File: src/cii_pkg.sv
// Purpose: shared constants and types of the core interrupt unit
// Assumes: one pclk edge is one clock phase; four phases make one instruction cycle
// Notes:   register offsets are byte addresses on the APB slave
package cii_pkg;

	// apb geometry
	localparam int          ADDR_W        = 8;
	localparam int          DATA_W        = 32;
	localparam int          PC_W          = 15;

	// register byte offsets
	localparam logic [7:0]  ADDR_CTRL     = 8'h00;
	localparam logic [7:0]  ADDR_OPTION   = 8'h04;
	localparam logic [7:0]  ADDR_PIE_A    = 8'h08;
	localparam logic [7:0]  ADDR_PIE_B    = 8'h0c;
	localparam logic [7:0]  ADDR_PIE_C    = 8'h10;
	localparam logic [7:0]  ADDR_PIR_A    = 8'h14;
	localparam logic [7:0]  ADDR_PIR_B    = 8'h18;
	localparam logic [7:0]  ADDR_PIR_C    = 8'h1c;
	localparam logic [7:0]  ADDR_SHADOW   = 8'h20;
	localparam logic [7:0]  ADDR_SHADOW_END = 8'h3c;

	// control register bit positions, and the option edge select bit
	localparam int          BIT_GLOBAL_EN = 7;
	localparam int          BIT_GROUP_EN  = 6;
	localparam int          BIT_TMR_IE    = 5;
	localparam int          BIT_EXT_IE    = 4;
	localparam int          BIT_IOC_IE    = 3;
	localparam int          BIT_TMR_IF    = 2;
	localparam int          BIT_EXT_IF    = 1;
	localparam int          BIT_IOC_IF    = 0;
	localparam int          BIT_EDGE_SEL  = 6;

	// reset values
	localparam logic [7:0]  CTRL_RESET    = 8'h00;
	localparam logic        EDGE_SEL_RESET = 1'h1;
	localparam logic [7:0]  BYTE_RESET    = 8'h00;

	// implemented bits of the peripheral enable/flag registers
	localparam logic [7:0]  PERIPH_IMPL_A = 8'hff;
	localparam logic [7:0]  PERIPH_IMPL_B = 8'hef;
	localparam logic [7:0]  PERIPH_IMPL_C = 8'hff;

	// sources that keep running with the system clock stopped
	localparam logic [7:0]  WAKE_CAP_A    = 8'h00;
	localparam logic [7:0]  WAKE_CAP_B    = 8'h80;
	localparam logic [7:0]  WAKE_CAP_C    = 8'h00;
	localparam logic        WAKE_CAP_EXT  = 1'h1;
	localparam logic        WAKE_CAP_IOC  = 1'h1;
	localparam logic        WAKE_CAP_TMR  = 1'h0;

	// fixed vector, phase numbering and wake hold
	localparam logic [14:0] IRQ_VECTOR    = 15'h0004;
	localparam logic [1:0]  PHASE_FIRST   = 2'h0;
	localparam logic [1:0]  PHASE_FOURTH  = 2'h3;
	localparam logic [1:0]  WAKE_HOLD_CYCLES = 2'h2;

	// shadow slots, in address order from ADDR_SHADOW
	localparam int          SHADOW_COUNT  = 8;
	localparam int          SH_W          = 0;
	localparam int          SH_STATUS     = 1;
	localparam int          SH_BANK       = 2;
	localparam int          SH_PC_HIGH    = 3;
	localparam int          SH_FSR0L      = 4;
	localparam int          SH_FSR0H      = 5;
	localparam int          SH_FSR1L      = 6;
	localparam int          SH_FSR1H      = 7;
	localparam logic [7:0]  STATUS_TOPD_MASK = 8'h18;

	typedef logic [SHADOW_COUNT-1:0][7:0] cii_ctx_t;

	typedef enum logic [1:0] {ST_RUN, ST_FLUSH, ST_VECTOR} cii_state_t;

endpackage

File: src/cii_edge_if.sv
// Purpose: carrier between the unit and its external pin edge detector
// Assumes: all signals sampled on pclk
// Notes:   edge_event is a one-cycle pulse
`timescale 1ns/1ps
interface cii_edge_if;
	logic pin_level;      // external pin level
	logic edge_rising_sel; // 1 rising, 0 falling
	logic edge_event;     // selected edge seen

	modport detector (input pin_level, input edge_rising_sel, output edge_event);
	modport owner    (output pin_level, output edge_rising_sel, input edge_event);
endinterface

File: src/cii_core_irq.sv
// Purpose: interrupt controller of a small 8-bit core: flags, enables, vectoring,
//          context shadows, wake from sleep
// Assumes: each pclk edge is one clock phase, four phases per instruction cycle;
//          the core follows the flush/push/load/pop/restore pulses
// Notes:   registers on a zero-wait APB slave; shadows at ADDR_SHADOW and up
//
// The register addresses and register access over APB were chosen for this implementation.
`timescale 1ns/1ps

// Notes on behaviour
// - reset leaves all interrupt enables cleared
// - redirect needs global plus own enable
// - flags set on event regardless of enables
// - taken interrupt flushes the prefetched instruction
// - entry clears global enable, pushes PC
// - entry loads PC with vector 0004h
// - events during service only set flags
// - return pops, restores context, sets global enable
// - pending flag serviced once global enable returns
// - synchronous sources reach vector in 3-4 cycles
// - asynchronous sources reach vector in 3-5 cycles
// - latency independent of instruction length
// - pin flag sampled once per cycle, phase one
// - enabled clockless-capable source wakes; vector only if global
// - instruction after sleep executes before vectoring
// - pin edge selectable rising or falling
// - selected pin edge sets flag, may redirect
// - entry copies context into shadows, except timeout/powerdown
// - return restores context from (writable) shadows
// - shadows readable and writable by software
// - only clockless-capable sources may wake
module cii_core_irq
	import cii_pkg::*;
(
	input  wire logic                  pclk,            // clock, 100 MHz
	input  wire logic                  presetn,         // async reset, low
	input  wire logic                  psel,            // apb select
	input  wire logic                  penable,         // apb access phase
	input  wire logic                  pwrite,          // apb write
	input  wire logic [cii_pkg::ADDR_W-1:0] paddr,      // apb byte address
	input  wire logic [cii_pkg::DATA_W-1:0] pwdata,     // apb write data
	output logic      [cii_pkg::DATA_W-1:0] prdata,     // apb read data
	output logic                       pready,          // apb ready
	output logic                       pslverr,         // apb error, unmapped
	input  wire logic                  ext_pin,         // external interrupt pin
	input  wire logic                  timer_ovf_event, // core timer overflow pulse
	input  wire logic                  ioc_pending,     // pin-change flags, level
	input  wire logic [7:0]            periph_event_a,  // peripheral event pulses a
	input  wire logic [7:0]            periph_event_b,  // peripheral event pulses b
	input  wire logic [7:0]            periph_event_c,  // peripheral event pulses c
	input  wire logic                  core_sleeping,   // core is in sleep
	input  wire logic                  irq_ret_exec,    // return-from-irq executes
	input  wire logic [cii_pkg::PC_W-1:0] core_pc,      // current program counter
	input  wire cii_pkg::cii_ctx_t     ctx_live,        // core context to save
	output logic                       phase_first,     // marks first phase
	output logic                       flush_prefetch,  // discard prefetched instr
	output logic                       push_pc,         // push push_value
	output logic      [cii_pkg::PC_W-1:0] push_value,   // return address
	output logic                       load_pc,         // load load_value into PC
	output logic      [cii_pkg::PC_W-1:0] load_value,   // vector address
	output logic                       pop_pc,          // pop return address
	output logic                       ctx_restore_valid, // restore context now
	output cii_pkg::cii_ctx_t          ctx_restore,     // context from shadows
	output logic                       wake_req,        // wake the core
	output logic                       irq_request      // gated request level
);
	// flag update: a hardware set always beats a software clear
	function automatic logic [7:0] flag_next(input logic [7:0] cur, input logic [7:0] hw_set,
	                                         input logic wr, input logic [7:0] wdata,
	                                         input logic [7:0] impl);
		flag_next = (hw_set | (wr ? wdata : cur)) & impl;
	endfunction

	// any source both flagged and enabled
	function automatic logic any_armed(input logic [7:0] flags, input logic [7:0] enables);
		any_armed = |(flags & enables);
	endfunction

	logic [1:0]  q_phase;
	cii_state_t  state;
	logic [7:0]  ctrl;
	logic        edge_sel;
	logic [7:0]  pie_a;
	logic [7:0]  pie_b;
	logic [7:0]  pie_c;
	logic [7:0]  pir_a;
	logic [7:0]  pir_b;
	logic [7:0]  pir_c;
	logic [7:0]  shadow [SHADOW_COUNT];
	logic        req_sampled;
	logic        sleep_prev;
	logic [1:0]  wake_hold;
	logic        ext_event;
	logic        cycle_start;
	logic        wr_en;
	logic        rd_setup;
	logic        hit_ctrl;
	logic        hit_option;
	logic        hit_pie_a;
	logic        hit_pie_b;
	logic        hit_pie_c;
	logic        hit_pir_a;
	logic        hit_pir_b;
	logic        hit_pir_c;
	logic        hit_shadow;
	logic        hit_any;
	logic [2:0]  shadow_idx;
	logic [7:0]  wbyte;
	logic [7:0]  rd_byte;
	logic [7:0]  ctrl_flags;
	logic [7:0]  ctrl_enables;
	logic        core_armed;
	logic        periph_armed;
	logic        take_irq;
	logic        enter_vector;
	logic [7:0]  next_ctrl;
	logic [7:0]  ctrl_hw_set;
	logic        wake_armed;
	logic        woke;

	cii_edge_if eif ();

	// pin edge detection lives in its own small module
	assign eif.pin_level       = ext_pin;
	assign eif.edge_rising_sel = edge_sel;
	assign ext_event           = eif.edge_event;

	cii_edge_detect u_edge (
		.pclk    (pclk),
		.presetn (presetn),
		.eif     (eif.detector)
	);

	// apb decode; slave is zero-wait so pready stays high
	assign wr_en      = psel & penable & pwrite;
	assign rd_setup   = psel & ~penable & ~pwrite;
	assign hit_ctrl   = (paddr == ADDR_CTRL);
	assign hit_option = (paddr == ADDR_OPTION);
	assign hit_pie_a  = (paddr == ADDR_PIE_A);
	assign hit_pie_b  = (paddr == ADDR_PIE_B);
	assign hit_pie_c  = (paddr == ADDR_PIE_C);
	assign hit_pir_a  = (paddr == ADDR_PIR_A);
	assign hit_pir_b  = (paddr == ADDR_PIR_B);
	assign hit_pir_c  = (paddr == ADDR_PIR_C);
	assign hit_shadow = (paddr >= ADDR_SHADOW) && (paddr <= ADDR_SHADOW_END) && (paddr[1:0] == 2'h0);
	assign hit_any    = hit_ctrl | hit_option | hit_pie_a | hit_pie_b | hit_pie_c
	                  | hit_pir_a | hit_pir_b | hit_pir_c | hit_shadow;
	assign shadow_idx = 3'((paddr - ADDR_SHADOW) >> 2);
	assign wbyte      = pwdata[7:0];
	assign pready     = 1'h1;
	assign pslverr    = psel & penable & ~hit_any;

	// read mux, if/else chain over the map
	always_comb
	begin
		if (hit_ctrl)
			rd_byte = ctrl;
		else if (hit_option)
			rd_byte = 8'(edge_sel) << BIT_EDGE_SEL;
		else if (hit_pie_a)
			rd_byte = pie_a;
		else if (hit_pie_b)
			rd_byte = pie_b;
		else if (hit_pie_c)
			rd_byte = pie_c;
		else if (hit_pir_a)
			rd_byte = pir_a;
		else if (hit_pir_b)
			rd_byte = pir_b;
		else if (hit_pir_c)
			rd_byte = pir_c;
		else if (hit_shadow)
			rd_byte = shadow[shadow_idx];
		else
			rd_byte = BYTE_RESET;
	end

	// read data captured in setup so it is a flop in the access phase
	always_ff @(posedge pclk or negedge presetn)
	begin
		if (!presetn)
			prdata <= '0;
		else if (rd_setup)
			prdata <= {24'h000000, rd_byte};
	end

	// instruction cycle phase counter, one pclk per phase
	always_ff @(posedge pclk or negedge presetn)
	begin
		if (!presetn)
			q_phase <= PHASE_FIRST;
		else if (q_phase == PHASE_FOURTH)
			q_phase <= PHASE_FIRST;
		else
			q_phase <= q_phase + 2'h1;
	end

	assign cycle_start = (q_phase == PHASE_FIRST);
	assign phase_first = cycle_start;

	// request gating: core terms plus peripheral group term
	assign ctrl_flags   = {5'h00, ctrl[BIT_TMR_IF], ctrl[BIT_EXT_IF], ioc_pending};
	assign ctrl_enables = {5'h00, ctrl[BIT_TMR_IE], ctrl[BIT_EXT_IE], ctrl[BIT_IOC_IE]};
	assign core_armed   = any_armed(ctrl_flags, ctrl_enables);
	assign periph_armed = ctrl[BIT_GROUP_EN] & (any_armed(pir_a, pie_a) | any_armed(pir_b, pie_b)
	                    | any_armed(pir_c, pie_c));
	assign irq_request  = ctrl[BIT_GLOBAL_EN] & (core_armed | periph_armed);

	// wake needs only the enables, and only from clockless-capable sources
	assign wake_armed = any_armed(pir_a & WAKE_CAP_A, pie_a) | any_armed(pir_b & WAKE_CAP_B, pie_b)
	                  | any_armed(pir_c & WAKE_CAP_C, pie_c)
	                  | (WAKE_CAP_EXT & ctrl[BIT_EXT_IF] & ctrl[BIT_EXT_IE])
	                  | (WAKE_CAP_IOC & ioc_pending & ctrl[BIT_IOC_IE])
	                  | (WAKE_CAP_TMR & ctrl[BIT_TMR_IF] & ctrl[BIT_TMR_IE]);
	assign wake_req   = core_sleeping & wake_armed;
	assign woke       = sleep_prev & ~core_sleeping;

	// a request seen at one phase-one boundary starts entry at the next boundary;
	// entry is paced by instruction cycles only, never by instruction length
	// the wake edge itself is blocked too, since the hold count loads only after it
	assign take_irq     = cycle_start & (state == ST_RUN) & req_sampled & ctrl[BIT_GLOBAL_EN]
	                    & ~core_sleeping & ~woke & (wake_hold == 2'h0);
	assign enter_vector = cycle_start & (state == ST_VECTOR);

	// control register: hardware-set flags win over software clears
	assign ctrl_hw_set = (8'(timer_ovf_event) << BIT_TMR_IF) | (8'(ext_event) << BIT_EXT_IF);

	always_comb
	begin
		next_ctrl = flag_next(ctrl, ctrl_hw_set, wr_en & hit_ctrl, wbyte, CTRL_RESET | 8'hfe);
		next_ctrl[BIT_IOC_IF] = 1'h0; // ioc flag mirrors ioc_pending, read-only
		if (enter_vector)
			next_ctrl[BIT_GLOBAL_EN] = 1'h0;
		else if (irq_ret_exec)
			next_ctrl[BIT_GLOBAL_EN] = 1'h1;
	end

	// the stored ioc bit reloads the pending level on every clock, so it reads back one clock behind
	always_ff @(posedge pclk or negedge presetn)
	begin
		if (!presetn)
			ctrl <= CTRL_RESET;
		else
			ctrl <= next_ctrl | (8'(ioc_pending) << BIT_IOC_IF);
	end

	// option edge select and peripheral enables
	always_ff @(posedge pclk or negedge presetn)
	begin
		if (!presetn)
		begin
			edge_sel <= EDGE_SEL_RESET;
			pie_a    <= BYTE_RESET;
			pie_b    <= BYTE_RESET;
			pie_c    <= BYTE_RESET;
		end
		else if (wr_en)
		begin
			if (hit_option)
				edge_sel <= wbyte[BIT_EDGE_SEL];
			if (hit_pie_a)
				pie_a <= wbyte & PERIPH_IMPL_A;
			if (hit_pie_b)
				pie_b <= wbyte & PERIPH_IMPL_B;
			if (hit_pie_c)
				pie_c <= wbyte & PERIPH_IMPL_C;
		end
	end

	// peripheral flags set on every event, whatever the enables
	always_ff @(posedge pclk or negedge presetn)
	begin
		if (!presetn)
		begin
			pir_a <= BYTE_RESET;
			pir_b <= BYTE_RESET;
			pir_c <= BYTE_RESET;
		end
		else
		begin
			pir_a <= flag_next(pir_a, periph_event_a, wr_en & hit_pir_a, wbyte, PERIPH_IMPL_A);
			pir_b <= flag_next(pir_b, periph_event_b, wr_en & hit_pir_b, wbyte, PERIPH_IMPL_B);
			pir_c <= flag_next(pir_c, periph_event_c, wr_en & hit_pir_c, wbyte, PERIPH_IMPL_C);
		end
	end

	// request sampled once per instruction cycle, at phase one
	always_ff @(posedge pclk or negedge presetn)
	begin
		if (!presetn)
			req_sampled <= 1'h0;
		else if (cycle_start)
			req_sampled <= irq_request;
	end

	// after a wake, one full instruction must run before any vectoring
	always_ff @(posedge pclk or negedge presetn)
	begin
		if (!presetn)
		begin
			sleep_prev <= 1'h0;
			wake_hold  <= 2'h0;
		end
		else
		begin
			sleep_prev <= core_sleeping;
			if (woke)
				wake_hold <= WAKE_HOLD_CYCLES;
			else if (cycle_start && wake_hold != 2'h0)
				wake_hold <= wake_hold - 2'h1;
		end
	end

	// entry sequence: flush cycle, then vector cycle, then run at the vector
	always_ff @(posedge pclk or negedge presetn)
	begin
		if (!presetn)
			state <= ST_RUN;
		else if (cycle_start)
		begin
			case (state)
				ST_RUN:
					if (take_irq)
						state <= ST_FLUSH;
				ST_FLUSH:
					state <= ST_VECTOR;
				ST_VECTOR:
					state <= ST_RUN;
				default:
					state <= ST_RUN;
			endcase
		end
	end

	// core-facing one-cycle command pulses
	always_ff @(posedge pclk or negedge presetn)
	begin
		if (!presetn)
		begin
			flush_prefetch    <= 1'h0;
			push_pc           <= 1'h0;
			push_value        <= '0;
			load_pc           <= 1'h0;
			load_value        <= '0;
			pop_pc            <= 1'h0;
			ctx_restore_valid <= 1'h0;
		end
		else
		begin
			flush_prefetch    <= take_irq;
			push_pc           <= enter_vector;
			load_pc           <= enter_vector;
			pop_pc            <= irq_ret_exec;
			ctx_restore_valid <= irq_ret_exec;
			if (enter_vector)
			begin
				push_value <= core_pc;
				load_value <= IRQ_VECTOR;
			end
		end
	end

	// shadows: hardware save on entry beats a software write in the same cycle
	always_ff @(posedge pclk or negedge presetn)
	begin
		if (!presetn)
		begin
			for (int i = 0; i < SHADOW_COUNT; i++)
				shadow[i] <= BYTE_RESET;
		end
		else if (enter_vector)
		begin
			for (int i = 0; i < SHADOW_COUNT; i++)
				shadow[i] <= ctx_live[i];
			shadow[SH_STATUS] <= ctx_live[SH_STATUS] & ~STATUS_TOPD_MASK;
		end
		else if (wr_en && hit_shadow)
			shadow[shadow_idx] <= wbyte;
	end

	// restore image straight from the shadow flops
	always_comb
	begin
		for (int i = 0; i < SHADOW_COUNT; i++)
			ctx_restore[i] = shadow[i];
	end
endmodule

File: src/cii_edge_detect.sv
// Purpose: edge-triggered event from the external interrupt pin
// Assumes: pin level is synchronous to pclk
// Notes:   one pulse per selected edge, registered
`timescale 1ns/1ps
module cii_edge_detect
	import cii_pkg::*;
(
	input  wire logic pclk,    // clock
	input  wire logic presetn, // async reset, low
	cii_edge_if.detector eif   // pin and event
);
	logic pin_prev;
	logic next_event;

	// rising or falling edge as selected
	assign next_event = eif.edge_rising_sel ? (eif.pin_level & ~pin_prev)
	                                        : (~eif.pin_level & pin_prev);

	// previous level; the reset level of 0 means a high pin at release looks
	// like a rising edge, which is harmless since enables are cleared then
	always_ff @(posedge pclk or negedge presetn)
	begin
		if (!presetn)
		begin
			pin_prev       <= 1'h0;
			eif.edge_event <= 1'h0;
		end
		else
		begin
			pin_prev       <= eif.pin_level;
			eif.edge_event <= next_event;
		end
	end
endmodule

File: config.mk
export PLATFORM = sky130hd
export DESIGN_NAME = cii_core_irq
export DESIGN_NICKNAME = d
export VERILOG_FILES = /design/src/cii_pkg.sv /design/src/cii_edge_if.sv /design/src/cii_core_irq.sv /design/src/cii_edge_detect.sv
export SDC_FILE = /design/constraint.sdc
export NUM_CORES = 1
export LEC_CHECK = 0
export CAP_MARGIN = 10
export CORE_AREA = 2 2 126 128
export CTS_CLUSTER_DIAMETER = 60
export DETAILED_ROUTE_END_ITERATION = 16
export DIE_AREA = 0 0 128 130
export DONT_BUFFER_PORTS = 1
export MAX_ROUTING_LAYER = met4
export PLACE_DENSITY_LB_ADDON = 0.12
export SLEW_MARGIN = 20
export SYNTH_ARGS = -nofsm -noshare
export SYNTH_HDL_FRONTEND = slang
export SYNTH_SLANG_ARGS = --single-unit
File: constraint.sdc
create_clock -name pclk -period 1.9 [get_ports pclk]
set_input_delay 0.38 -clock pclk [delete_from_list [all_inputs] [get_ports pclk]]
set_output_delay 0.38 -clock pclk [all_outputs]
set_load 0.01 [all_outputs]
After elaboration in Yosys (flattened, before gate mapping)
Index checks and enable logic that the tools add are counted.
Storage, ports and cells
  logic and storage cells: 155
  memory bits (writable): 0
  input port bits: 153
  register bits after elaboration: 156
  memory bits (read-only): 0
  memories kept: 0
  latch bits: 0
Cells by class
  reductions and logical operators: 23
  add/sub/neg operators: 3
  bitwise gates (word level): 56
  magnitude comparators: 4
  divide/modulo/power cells: 0
  eq/ne operators: 11
  multiply operators: 0
  multiplexer cells: 29
  shifts and indexed selects: 0
Operator list (number)
  two-way mux 64 bit: 2
  two-way mux 8 bit: 16
  bitwise mux 64 bit: 1
  OR reduction 8 bit: 5
  bitwise AND 8 bit: 4
  == test 8 x 5 -> 1 bit, second input constant: 4
  bitwise AND 1 bit: 24
  binary-select mux 8 bit (select 3 bit): 1
  demux 8 bit (select 3 bit): 1
  bitwise OR 8 bit: 3
  == test 8 x 4 -> 1 bit, second input constant: 2
  bitwise OR 1 bit: 13
  AND reduction 2 bit: 5
  == test 8 x 3 -> 1 bit, second input constant: 1
  greater-or-equal comparator 8 x 6 -> 1 bit, second input constant: 1
  <= comparator 8 x 6 -> 1 bit, second input constant: 1
  zero test 2 bit: 4
  zero test 8 bit: 1
  two-way mux 2 bit: 4
  bitwise OR 3 x 8 -> 8 bit: 1
  bitwise OR 8 x 1 -> 8 bit: 1
  inverter 1 bit: 7
  nonzero test 2 bit: 3
  logical AND 1 bit: 5
  13 further kinds: 16

Depth between registers and ports, before layout
  depth in word-level cells: 14
  gate-level depth with buffers: 8
  gate-level depth less buffers: 6

By module
Synthesis repeated with hierarchy kept, for this count alone.
Second synthesis, totals
  cells, all modules: 775
  area, all modules: 8226.6 um2
By module, submodules not included
  cii_core_irq: cells an instance 770, sequential area each 3854.9 um2, times used 1, area each 8154.1 um2
  cii_edge_detect: cells an instance 5, sequential area each 50.0 um2, times used 1, area each 72.6 um2

Worst setup path after synthesis
No wires, ideal clock.
  path type: input to register
  start point: in paddr[1] (netlist name)
  end point: reg pie_c[0]
  data arrival time: 1.931 ns
  data required time: 1.775 ns
  stages: 5
  path buffers: 1
  setup slack: -0.156 ns
  path through: or4_1 > buf_6 > nand2b_4 > nor3_4 > mux2_2
On the way
  cells in the longest elaborated chain, start to end: 2
RTL lines
  start, declared: RTL line cii_core_irq.sv:40  | input wire logic [cii_pkg::ADDR_W-1:0] paddr,
  == test 8 x 5 -> 1 bit: RTL line cii_core_irq.sv:141  | assign hit_pie_c = (paddr == ADDR_PIE_C);
  AND reduction 2 bit (no line)
  end signal, assigned: RTL line cii_core_irq.sv:266  | pie_c <= wbyte & PERIPH_IMPL_C;
  end, declared: RTL line cii_core_irq.sv:85  | logic [7:0] pie_c;
No other way between the ends.
A chain may end at the register's enable or synchronous reset.

Worst setup path after layout
  start point: reg ctrl[5]
  end point: out irq_request
On the way
  cells in the longest elaborated chain, start to end: 4
RTL lines
  start, declared: RTL line cii_core_irq.sv:81  | logic [7:0] ctrl;
  start signal, assigned: RTL line cii_core_irq.sv:244  | ctrl <= next_ctrl | (8'(ioc_pending) << BIT_IOC_IF);
  bitwise AND 3 bit: RTL line cii_core_irq.sv:76  | any_armed = |(flags & enables);
  OR reduction 8 bit: RTL line cii_core_irq.sv:76
  bitwise OR 1 bit: RTL line cii_core_irq.sv:207  | assign irq_request = ctrl[BIT_GLOBAL_EN] & (core_armed | periph_armed);
  bitwise AND 1 bit: RTL line cii_core_irq.sv:207
  end, declared: RTL line cii_core_irq.sv:65  | output logic irq_request
No other way between the ends.

==> run metrics <==
Post-DP HPWL=16,700 um; hold_ws=-0.351 ns; GP Congestion=0.877; final hold vios=156; Hold Crit Class=in2async; Post-Syn Instances=752; top-count cell post-synth=dfrtp_1; total power draw=7.57 mW; Row Count=46; Ant. Diodes=0; Crit Path Max Fanout=2; area of the core=15,400 sq um; status=complete, but fails checks; Longest Clk Path Bufs=2; Tcrit/Tclk final=116%; GRT Total Usage=29.9%; worst path required time=1.52 ns; area leader, netlist=dfrtp_1; via count=6,042; DP Area=between 8000 and 9000 sq um; CTS tree=done; initial antenna violation count=0; Root Buffer=clkbuf_16; RSZ-0062 raised after global routing=true; clock slew at reported path FFs=~0.060 ns; failing checks=negative hold slack, negative setup slack; setup violators final=2; post-route ant nets=0; Synth area leaders=dfrtp_1 (47%), mux2i_1 (9.6%), mux2_2 (6.4%); Post-Syn Area=8220 sq um; detailed router's first-iteration violation count=447; Final nets=930; DR WL/cell=24.4 um; Worst Tran Pin Value=0.593 ns; IO buf count=0; Synth top cells by count=dfrtp_1 (155), nand2_1 (119), mux2i_1 (79), o21ai_0 (75), mux2_2 (47); Fmax achieved=0.454 GHz; Routed WL=23,900 um; Layout area overhead=12.8%; R2R cell count=6; fill count=roughly 1,300; synthesized area per cell=10.9 sq um; Leakage=4.46 nW; CP Launch Type=flop; Cell Pwr Density=817 nW/um^2; synthesized flop and latch total=156; relative slew slack=60.3%; CTS Buf Count=17; CP Class=reg2out; PnR worst setup slack=-0.301 ns; # DRC=0; Cell variety after synth=just under 60; die width=128 um; Die Height=130 um; ys async rst share=100%; Reg-to-Reg Start=ctrl[5]$_DFFE_PN0P_; Overflow after GRT=0; r2r endpoint=req_sampled$_DFFE_PN0P_; fin crit period=between 2 and 2.5 ns; clk_skew=0.00768 ns; fin area=9270 sq um; Post-synth EDFFs=0; # clock sinks=156; worst slack, placed=-0.173 ns; Seq/Total Area, Yosys=47.5%; Skew-Pair Late Insertion Delay=0.42 ns; Post-CTS Hold Buffers=4; # H-tree levels=4; number of max-cap violations=0; Initial Util=53.3%; die area=16,600 sq um; WP data arrival=between 1.5 and 2 ns; Top Ports=289; layout cells sized above 1=21.6%; number of detailed-route iterations in the first pass=5; first-pass GRT wire length=36,000 um; Top FF cell, synth=dfrtp_1; final slew viol count=0; Setup crit end kind=primary output; Fin Setup TNS=-0.334 ns; vias in the first global route=approximately 6,200; VDD IR-drop max=637 uV; top-area cell type share of the netlist area=47.2%; post-DR vias/cell=6.18; largest net degree at the start of global routing=157; YS warnings=0; flop-to-flop setup slack=about 0.090 ns
==> what timing repair did <==
item / 4_1_cts / 5_1_grt
setup endpoints to repair: 2 / 31
resized for setup: 2 / 3
endpoints found under the hold margin: 160 / 156
setup buffers: 0 / 1
gates cloned: 0 / 1
pin swaps: 1 / 2
==> cell families after synthesis <==
family	synth area share (%)
muxes	20.7
DFF	47.5
buffers and inverters	6.56
AOI/OAI and AO/OA	10.3
other	0.0914
and+or+nand+nor	14.2
xor gates and xnor gates	0.107
adders and majority gates	0.457
==> routing by layer <==
metal | GRT usage, % | up-vias | wire [um]
li1 | - | 2655 | -
met1 | 36.7 | 3070 | 9370
met2 | 48.0 | 281 | 11800
met3 | 9.27 | 36 | 2260
met4 | 9.11 | 0 | 441
met5 | - | - | 0
==> per-stage QoR <==
stage	std cells	utilization, %
after floorplan	789	-
after global placement	941	55.5
after detailed placement	941	55.5
after CTS	976	59.8
after global routing	978	60.1
final	978	60.1
==> registers in the layout, summed over array words and instances (netlist names), 2 cells and up <==
register and count:
ctrl 8, ctx_restore 64, pie_a 8, pie_b 7, pie_c 8, pir_a 8, pir_b 7, pir_c 8
prdata 8, push_value 15, q_phase 2, state 2, wake_hold 2
==> how the worst max path moves through the flow <==
stage / from / endpoint / slack [ns] / cells after the start
after detailed placement: paddr[1] / pir_a[4]$_DFF_PN0_ / -0.17 / 5
final: ctrl[5]$_DFFE_PN0P_ / irq_request / -0.30 / 5
after global routing: ctrl[5]$_DFFE_PN0P_ / irq_request / -0.33 / 5
after CTS: ctrl[2]$_DFF_PN0_ / irq_request / -0.29 / 5
after floorplan: paddr[1] / pie_c[0]$_DFFE_PN0P_ / -0.08 / 5
after global placement: paddr[1] / pir_c[0]$_DFF_PN0_ / -0.11 / 5
==> critical path, stage by stage (launching register included) <==
cell and delay [ns]:
dfrtp_1 0.39, a222oi_1 0.39, buf_4 0.19, nand4_1 0.09
nor3_2 0.19, a211oi_1 0.15
==> power by group <==
group,internal (mW),leakage [nW],switching (mW),total (mW)
Clock,2.14,0.283,1.38,3.52
Sequential,3.45,1.93,0.165,3.61
Combinational,0.221,2.24,0.218,0.440
==> placed cells by master, fill, tap and decap left out, types with 3 or more instances in the layout <==
cell type,instances
mux2i_1,79
inv_1,10
nand3_1,5
dlygate4sd3_1,4
nand2_1,117
o2bb2ai_1,4
mux2_2,46
o22ai_1,4
buf_12,6
mux4_2,17
dfrtp_1,155
nand3b_1,19
ha_1,3
o21ai_0,75
clkinv_4,3
a221o_1,3
clkbuf_1,3
nand4_1,3
nor2b_1,12
a21oi_1,16
conb_1,39
a211oi_1,3
nand3_4,3
nand2_2,3
o21a_1,3
nor2_1,7
nor3_4,6
and3_1,4
nand2b_1,8
a222oi_1,3
clkbuf_16,18
a22oi_1,13
a211o_1,7
clkinvlp_4,3
buf_4,37
bufinv_16,3
==> area by class of cell <==
type | count | area [sq um] | area share [%]
Timing Repair Buffer | 50 | 485 | 5.24
Sequential cell | 156 | 3910 | 42.1
Multi-Input combinational cell | 538 | 3990 | 43.1
Tap cell | 192 | 240 | 2.59
Inverter | 11 | 41.3 | 0.446
Clock inverter | 9 | 139 | 1.50
Clock buffer | 22 | 464 | 5.01
No activity file was read; power rests on OpenSTA's default activity.
